### config.mk
export PLATFORM = sky130hd
export DESIGN_NAME = lbc_ctrl
export DESIGN_NICKNAME = d
export VERILOG_FILES = /design/src/common/lbc_pkg.sv /design/src/hw/lbc_fifo.sv /design/src/hw/lbc_ctrl.sv
export SDC_FILE = /design/constraint.sdc
export NUM_CORES = 1
export LEC_CHECK = 0
export BUFFER_PORTS_ARGS = -buffer_cell sky130_fd_sc_hd__buf_2
export CORE_MARGIN = 2
export CORE_UTILIZATION = 55
export CTS_CLUSTER_DIAMETER = 80
export DETAILED_ROUTE_END_ITERATION = 8
export PLACE_DENSITY_LB_ADDON = 0.3
export SYNTH_ARGS = -nofsm -noshare
export SYNTH_HDL_FRONTEND = slang
export SYNTH_SLANG_ARGS = --single-unit
### constraint.sdc
create_clock -name clk -period 8.9 [get_ports clk]
set_input_delay 2.67 -clock clk [delete_from_list [all_inputs] [get_ports clk]]
set_output_delay 2.67 -clock clk [all_outputs]
set_load 0.01 [all_outputs]
### src/common/lbc_pkg.sv
// Package for the local bus control sequencer.
// Assumes a single 100 MHz clock and active-low asynchronous reset.
package lbc_pkg;
    localparam int LBC_CLK_NS = 10;
    localparam int LBC_RESET_MIN_NS = 410;
    localparam int LBC_RESET_MIN_CYC = (LBC_RESET_MIN_NS + LBC_CLK_NS - 1) / LBC_CLK_NS;
    localparam int LBC_FIFO_W = 36;
    localparam int LBC_FIFO_D = 8;
    localparam logic [3:0] LBC_BE_NONE = 4'hF;
    localparam logic [1:0] LBC_LEN_ONE = 2'h0;
    localparam int LBC_REQ_W = 40;
    typedef enum logic [4:0] {
        LBC_IDLE = 5'h01,
        LBC_LOCKW = 5'h02,
        LBC_ADDR = 5'h04,
        LBC_DATA = 5'h08,
        LBC_HOLD = 5'h10
    } lbc_state_t;
endpackage

### src/hw/lbc_fifo.sv
// Word FIFO with valid/ready on both sides.
// Assumes one clock domain.
module lbc_fifo #(
    parameter int WIDTH = 36,
    parameter int DEPTH = 8
) (
    input wire logic clk,
    input wire logic rst_n,
    input wire logic in_valid,
    output logic in_ready,
    input wire logic [WIDTH-1:0] in_data,
    output logic out_valid,
    input wire logic out_ready,
    output logic [WIDTH-1:0] out_data
);
    localparam int AW = $clog2(DEPTH);
    logic [WIDTH-1:0] mem [DEPTH];
    logic [AW-1:0] wp, rp;
    logic [AW:0] cnt;
    logic wr, rd;
    assign in_ready = (cnt != (AW+1)'(DEPTH));
    assign out_valid = (cnt != '0);
    assign out_data = mem[rp];
    assign wr = in_valid && in_ready;
    assign rd = out_valid && out_ready;
    always_ff @(posedge clk or negedge rst_n) begin
        if (!rst_n) begin
            wp <= '0;
            rp <= '0;
            cnt <= '0;
        end else begin
            if (wr) wp <= (wp == AW'(DEPTH - 1)) ? '0 : wp + 1'b1;
            if (rd) rp <= (rp == AW'(DEPTH - 1)) ? '0 : rp + 1'b1;
            cnt <= cnt + (AW+1)'(wr) - (AW+1)'(rd);
        end
    end
    always_ff @(posedge clk) begin
        if (wr) mem[wp] <= in_data;
    end
endmodule

### src/hw/lbc_ctrl.sv
// Local bus control sequencer: strobes, lock, byte lanes, hold, error.
// Assumes a requesting core on the same clock; bus pins are asynchronous.
import lbc_pkg::*;

// Contract
// Transceiver enable low in every data and wait state.
// Missing ready in a data state adds a wait state until seen.
// Address strobe stays inactive after a data state without ready.
// Locked operation waits while another agent holds lock.
// Lock driven active in address state of the locked read.
// Lock released in address state of the locked write.
// Others may read or write under lock, not start locked operations.
// Lock held active through interrupt-acknowledge transactions.
// Four active-low byte lanes, top lane bits 31:24, bottom 7:0.
// Address state lanes describe the first data word.
// Data state lanes describe the next word, if any.
// Lanes registered, held steady while ready is inactive.
// Read lanes name exactly the bytes consumed.
// Active lanes are contiguous with at least one active.
// Bus request accepted: float outputs, grant hold, enter hold state.
// Request withdrawn: drop grant, go idle or address state.
// Cacheable driven in address state, never for synchronous access.
// Cacheable floats while the bus is idle.
// Bus error after final ready marks the transaction failed.
// Bus error sampled during reset as boot strap.
// In reset ignore inputs, float three-state, others inactive; strobe, enable and lanes are driven inactive instead.
// Reset held at least 41 double-rate clock cycles.
// Burst re-asserts address strobe after a ready cycle.
// Burst length coded on low bits as words minus one.
// After final ready with nothing pending, return to idle.
module lbc_ctrl (
    input wire logic clk,
    input wire logic rst_n,
    // Core request side: {lock_rmw_read, lock_rmw_write/sync, iack, cacheable, len[1:0], be[3:0], addr[29:0]}
    input wire logic req_valid,
    output logic req_ready,
    input wire logic [lbc_pkg::LBC_REQ_W-1:0] req_data,
    output logic done,
    output logic failed,
    output logic boot_master,
    // Bus pins
    input wire logic ready_n,
    input wire logic hold,
    input wire logic bus_error_in_n,
    input wire logic lock_n_in,
    output logic lock_n_out,
    output logic lock_n_oe_n,
    output logic address_strobe_n,
    output logic address_strobe_oe_n,
    output logic transceiver_enable_n,
    output logic transceiver_enable_oe_n,
    output logic [3:0] byte_lane_enables,
    output logic byte_lanes_oe_n,
    output logic [31:0] addr_out,
    output logic addr_oe_n,
    output logic hold_grant,
    output logic hold_grant_oe_n,
    output logic cacheable,
    output logic cacheable_oe_n
);
    import lbc_pkg::*;

    // ****************************************
    // Input synchronisers
    // ****************************************
    logic [3:0] s1, s2;
    always_ff @(posedge clk or negedge rst_n) begin
        if (!rst_n) begin
            s1 <= 4'hF;
            s2 <= 4'hF;
        end else begin
            s1 <= {ready_n, ~hold, bus_error_in_n, lock_n_in};
            s2 <= s1;
        end
    end
    logic rdy, hld, berr, lock_busy;
    assign rdy = ~s2[3];
    assign hld = ~s2[2];
    assign berr = ~s2[1];
    assign lock_busy = ~s2[0];

    // ****************************************
    // Boot strap
    // ****************************************
    // Own pair without reset, so the pin is still sampled while reset is held
    logic strap_s1, strap_s2;
    always_ff @(posedge clk) begin
        strap_s1 <= bus_error_in_n;
        strap_s2 <= strap_s1;
    end

    // ****************************************
    // Request FIFO
    // ****************************************
    logic q_valid, q_take;
    logic [LBC_FIFO_W-1:0] q_data;
    lbc_fifo #(.WIDTH(LBC_FIFO_W), .DEPTH(LBC_FIFO_D)) u_fifo (
        .clk(clk),
        .rst_n(rst_n),
        .in_valid(req_valid),
        .in_ready(req_ready),
        .in_data(req_data[LBC_FIFO_W-1:0]),
        .out_valid(q_valid),
        .out_ready(q_take),
        .out_data(q_data)
    );
    // FIFO carries addr/be/len; flags are held beside the head entry
    logic [3:0] head_flags;
    logic [3:0] flag_mem [LBC_FIFO_D];
    logic [2:0] fw, fr;
    always_ff @(posedge clk or negedge rst_n) begin
        if (!rst_n) begin
            fw <= 3'h0;
            fr <= 3'h0;
        end else begin
            if (req_valid && req_ready) fw <= fw + 3'h1;
            if (q_take) fr <= fr + 3'h1;
        end
    end
    always_ff @(posedge clk) begin
        if (req_valid && req_ready) flag_mem[fw] <= req_data[LBC_REQ_W-1:LBC_FIFO_W];
    end
    assign head_flags = flag_mem[fr];

    // ****************************************
    // Sequencer state
    // ****************************************
    typedef struct packed {
        lbc_state_t st;
        logic strobe;
        logic locked;
        logic [1:0] left;
        logic [3:0] be;
        logic [29:0] addr;
        logic iack;
        logic wr_half;
        logic cache;
        logic check_err;
        logic done;
        logic failed;
        logic boot;
        logic boot_taken;
    } lbc_ctrl_t;
    lbc_ctrl_t r, next_r;

    logic rmw_start;
    assign rmw_start = head_flags[3];

    always_comb begin
        next_r = r;
        next_r.done = 1'b0;
        next_r.failed = 1'b0;
        next_r.check_err = 1'b0;
        next_r.strobe = 1'b0;
        q_take = 1'b0;
        if (!r.boot_taken) begin
            next_r.boot = strap_s2;
            next_r.boot_taken = 1'b1;
        end
        if (r.check_err) begin
            next_r.done = 1'b1;
            next_r.failed = berr;
        end
        case (r.st)
            LBC_IDLE, LBC_LOCKW: begin
                if (hld && !r.locked) begin
                    next_r.st = LBC_HOLD;
                end else if (q_valid) begin
                    if (rmw_start && !r.locked && lock_busy) begin
                        next_r.st = LBC_LOCKW;
                    end else begin
                        q_take = 1'b1;
                        next_r.st = LBC_ADDR;
                        next_r.strobe = 1'b1;
                        next_r.addr = q_data[29:0];
                        next_r.be = (q_data[33:30] == LBC_BE_NONE) ? 4'hE : q_data[33:30];
                        next_r.left = q_data[35:34];
                        next_r.iack = head_flags[1];
                        next_r.cache = head_flags[0] && !head_flags[2];
                        next_r.wr_half = head_flags[2] && !head_flags[3];
                        if (head_flags[3] || head_flags[1]) next_r.locked = 1'b1;
                        if (r.locked && !head_flags[3]) next_r.locked = 1'b0;
                    end
                end else begin
                    next_r.st = LBC_IDLE;
                end
            end
            LBC_ADDR: begin
                next_r.st = LBC_DATA;
            end
            LBC_DATA: begin
                if (rdy) begin
                    if (r.left == LBC_LEN_ONE) begin
                        next_r.check_err = 1'b1;
                        if (r.iack) next_r.locked = 1'b0;
                        next_r.st = LBC_IDLE;
                    end else begin
                        next_r.left = r.left - 2'h1;
                        next_r.strobe = 1'b1;
                    end
                end
                // Without ready the lanes and state hold: wait state R2 R3 R12
            end
            LBC_HOLD: begin
                if (!hld) next_r.st = LBC_IDLE;
            end
            default: next_r.st = LBC_IDLE;
        endcase
    end

    always_ff @(posedge clk or negedge rst_n) begin
        if (!rst_n) begin
            r <= '{st: LBC_IDLE, be: LBC_BE_NONE, default: '0};
        end else begin
            r <= next_r;
        end
    end

    // ****************************************
    // Pin drive
    // ****************************************
    logic active;
    assign active = (r.st == LBC_ADDR) || (r.st == LBC_DATA);
    assign address_strobe_n = ~((r.st == LBC_ADDR) || (r.st == LBC_DATA && r.strobe));
    assign address_strobe_oe_n = (r.st == LBC_HOLD);
    assign transceiver_enable_n = ~(r.st == LBC_DATA);
    assign transceiver_enable_oe_n = (r.st == LBC_HOLD);
    assign byte_lane_enables = active ? r.be : LBC_BE_NONE;
    assign byte_lanes_oe_n = (r.st == LBC_HOLD);
    assign addr_out = (r.st == LBC_ADDR) ? {r.addr, r.left} : 32'h0;
    assign addr_oe_n = ~active;
    assign lock_n_out = ~r.locked;
    assign lock_n_oe_n = ~r.locked;
    assign hold_grant = (r.st == LBC_HOLD);
    assign hold_grant_oe_n = ~r.boot_taken;
    assign cacheable = r.cache;
    assign cacheable_oe_n = ~(r.st == LBC_ADDR);
    assign done = r.done;
    assign failed = r.failed;
    assign boot_master = r.boot;

    // ****************************************
    // Lane shape
    // ****************************************
    // Active lanes must form one run without gaps
    logic lanes_contig;
    always_comb begin
        case (~byte_lane_enables)
            4'h1, 4'h2, 4'h4, 4'h8, 4'h3, 4'h6, 4'hC, 4'h7, 4'hE, 4'hF: lanes_contig = 1'b1;
            default: lanes_contig = 1'b0;
        endcase
    end
endmodule

==> impl_results.md <==
* Fin area at 0.01749 sq mm
* # port buffers at 98
* Postcts setup bufs at 0
* Status: finished, final reports clean
* Largest cells by area after synthesis: edfxtp_1 (63%), mux4_2 (11%), dfrtp_1 (10%), dfstp_2 (2.2%), nand2_1 (2.2%)
* Synth cell types at 53
* RR Endpoint: u_fifo.cnt[2]$_DFF_PN0_
* Fin crit period at 5.983 ns
* Avg Vias per Cell at 5.596
* Clk pwr share at 28.1%
* Area leader, netlist: edfxtp_1
* CP max FO at 19
* Setup ws final at 2.917 ns
* Worst slew pin tran at 1.230 ns
* Final hold vios at 0
* Dominant cell by count in the synthesized netlist: edfxtp_1
* Reg clk slew, reported paths at 0.06 ns
* Max clock buf depth at 3
* Yosys reg bits at 396
* IO Pins at 99
* Tot GR Track Use at 19.71%
* Post-route ant nets at 0
* Post-Synthesis Cells at 845
* Post-Route WL at 27730 um
* Hold path startpoint: strap_s1$_DFF_P_
* Data required time of the worst path at 6.23 ns
* DR pass1 iterations at 5
* CTS tree: done
* Clk sink count at 396
* Critical register-to-register path startpoint: fr[0]$_DFFE_PN0P_
* # fillers at 1960
* Initial antenna violation count at 2
* WP data arrival at 3.31 ns
* Post-Place Setup Slack at 3.425 ns
* GRT overflow at 0
* Unrepaired setup endpoints after global routing: no
* Layout cell share with drive strength beyond 1 at 29.20%
* Static Leak at 6.231 nW
* Number of global-route vias before repair at 7633
* Via count at 7627
* Post-Syn Area at 0.01532 sq mm
* Largest net degree at the start of global routing at 82
* Setup CP Type: reg -> out
* Synth top area share at 62.72%
* Combinational power share at 24.8%
* Hold Crit Depth at 0
* Row Count at 61
* Max cap viols at 0
* CTS Buf Count at 40
* Final Cycle Share at 67.22%
* R2r setup slk at 5.05 ns
* Number of synthesized flops with an enable pin at 320
* Register area share after synthesis at 75.18%
* Setup violators final at 0
* Flop pwr share at 47.1%
* Syn Area/Cell at 18.13 sq um
* Psw at 1.710 mW
* Worst skew pair latency at 0.53 ns
* Drc violations at 0
* Syn. warnings at 0
* Sw Share at 29.81%
* CTS Hold Bufs at 0
* Hold crit path type: reg -> reg
* Async SR Flop Fraction at 18.69%
* CTS HTree Levels at 2
* Reg2reg path depth at 10
* Syn Nets at 906
* Placed cell areas at 0.01621 sq mm
* CTS resizes at 0
* Slew Limit Headroom at 17.65%
* Clock Skews at 0.01094 ns
* Max Slew Vio Count at 0
* Setup TNS at 0 ns
* Layout Nets at 1014
* Area grow syn2layout at 14.19%
* Initial core utilization at 55.45%
* WL/cell at 20.35 um
* First-iteration detailed-routing DRC count at 601
* Die ar. at 0.02921 sq mm
* Internal cell power at 4.028 mW
* Routability cong. at 0.7480
* VDD IR-drop max at 250.8 uV
* CP endpoint kind: output port
* Top FF cell, synth: edfxtp_1
* Core ar. at 0.02763 sq mm
* Synth top cells by count: edfxtp_1 (320), nand2_1 (89), mux4_2 (74)
* Type of origin of the critical path: flip-flop
* Chip Width at 170.9 um
* Fmax achieved at 167.2 MHz
* Hold EP: strap_s2$_DFF_P_
* Pwr dens at 328.0 mW/mm^2
* First-pass GRT wire length at 43310 um
* Hpwl dp at 15120 um
* DIE HEIGHT at 170.9 um
* Root Buffer: clkbuf_16
critical path, cell delays in order (launching register included):
cell and delay, ns:
dfrtp_1 0.40, or3_4 0.40, nor3b_2 0.98, buf_4 0.42
nor2_1 0.14, or2_2 0.31, buf_2 0.14
per-layer routing:
metal / share of wire (%) / vias up / track usage (%)
met4: 2.0 / 0 / 5.380
li1: - / 3467 / -
met2: 49 / 220 / 32.37
met1: 43 / 3894 / 27.68
met3: 5.9 / 46 / 3.539
met5: 0 / - / 0
layout by cell type, fill, tap and decap left out, types with 4 or more instances in the layout:
master and n:
inv_1 20, xnor2_1 5, clkbuf_1 10, clkinv_2 6, clkinv_1 4, edfxtp_1 320
clkbuf_16 41, nor2_1 48, a21oi_1 8, o21ai_0 7, nand2b_1 5, or2_2 5
a31oi_1 31, mux4_2 74, buf_2 97, mux2_2 5, and2_1 30, ha_1 13
clkbuf_8 6, dfstp_2 13, nand2_1 89, mux2i_1 6, nor3_1 5, nor3_2 4
dfrtp_1 58, buf_4 14
area by class of cell:
cell class / count / area [sq um] / area share, %
Sequential cell: 396 / 11530 / 65.89
Antenna cell: 2 / 5.005 / 0.02861
Multi-Input combinational cell: 382 / 3538 / 20.23
Timing Repair Buffer: 111 / 590.6 / 3.376
Clock buffer: 57 / 1146 / 6.552
Inverter: 22 / 82.58 / 0.4721
Clock inverter: 15 / 131.4 / 0.7510
Tap cell: 378 / 473.0 / 2.704
state kept, by name, summed over array words and instances, names as in the netlist, 4 cells and up:
name / count
s2: 4
u_fifo.cnt: 4
flag_mem: 32
u_fifo.mem: 288
s1: 4
r: 46
cell families after synthesis:
kind of cell	share of synthesized area, %
DFF	75.18
and+or+nand+nor	6.387
muxes	11.88
buffers and inverters	2.083
AOI/OAI and AO/OA	2.859
adders and majority gates	1.192
xor gates and xnor gates	0.4002
other	0.02448
worst max-delay path by stage:
| stage | start | end | slack [ns] | cells after the start |
|---|---|---|---|---|
| after detailed placement | r[47]$_DFFE_PN0P_ | byte_lane_enables[2] | 3.42 | 6 |
| after global placement | r[47]$_DFFE_PN0P_ | byte_lane_enables[3] | 3.57 | 6 |
| final | r[47]$_DFFE_PN0P_ | byte_lane_enables[2] | 2.92 | 6 |
| after CTS | r[47]$_DFFE_PN0P_ | byte_lane_enables[2] | 2.85 | 6 |
| after global routing | r[50]$_DFFE_PN0P_ | byte_lane_enables[0] | 2.63 | 6 |
| after floorplan | req_valid | u_fifo.mem[0][0]$_DFFE_PP_ | 1.94 | 3 |
metrics by stage:
stage,hold slack (ns),utilization [%],std cells,power (mW)
after detailed placement,0.3121,58.67,1289,4.196
final,0.3256,63.31,1363,5.738
after global routing,0.3345,63.30,1361,6.058
after floorplan,0.3096,-,845,3.787
after CTS,0.3257,63.30,1361,5.810
after global placement,0.3116,58.67,1289,4.156
power by group through the flow:
stage               sequential, mW  clock, mW  combinational, mW
detailed placement            2.74          0               1.45
global route                  2.75       1.72               1.59
global placement              2.74          0               1.42
CTS                           2.71       1.65               1.45
finish                        2.70       1.61               1.42
floorplan                     2.52          0               1.26
(Power assumes the default switching activity.)
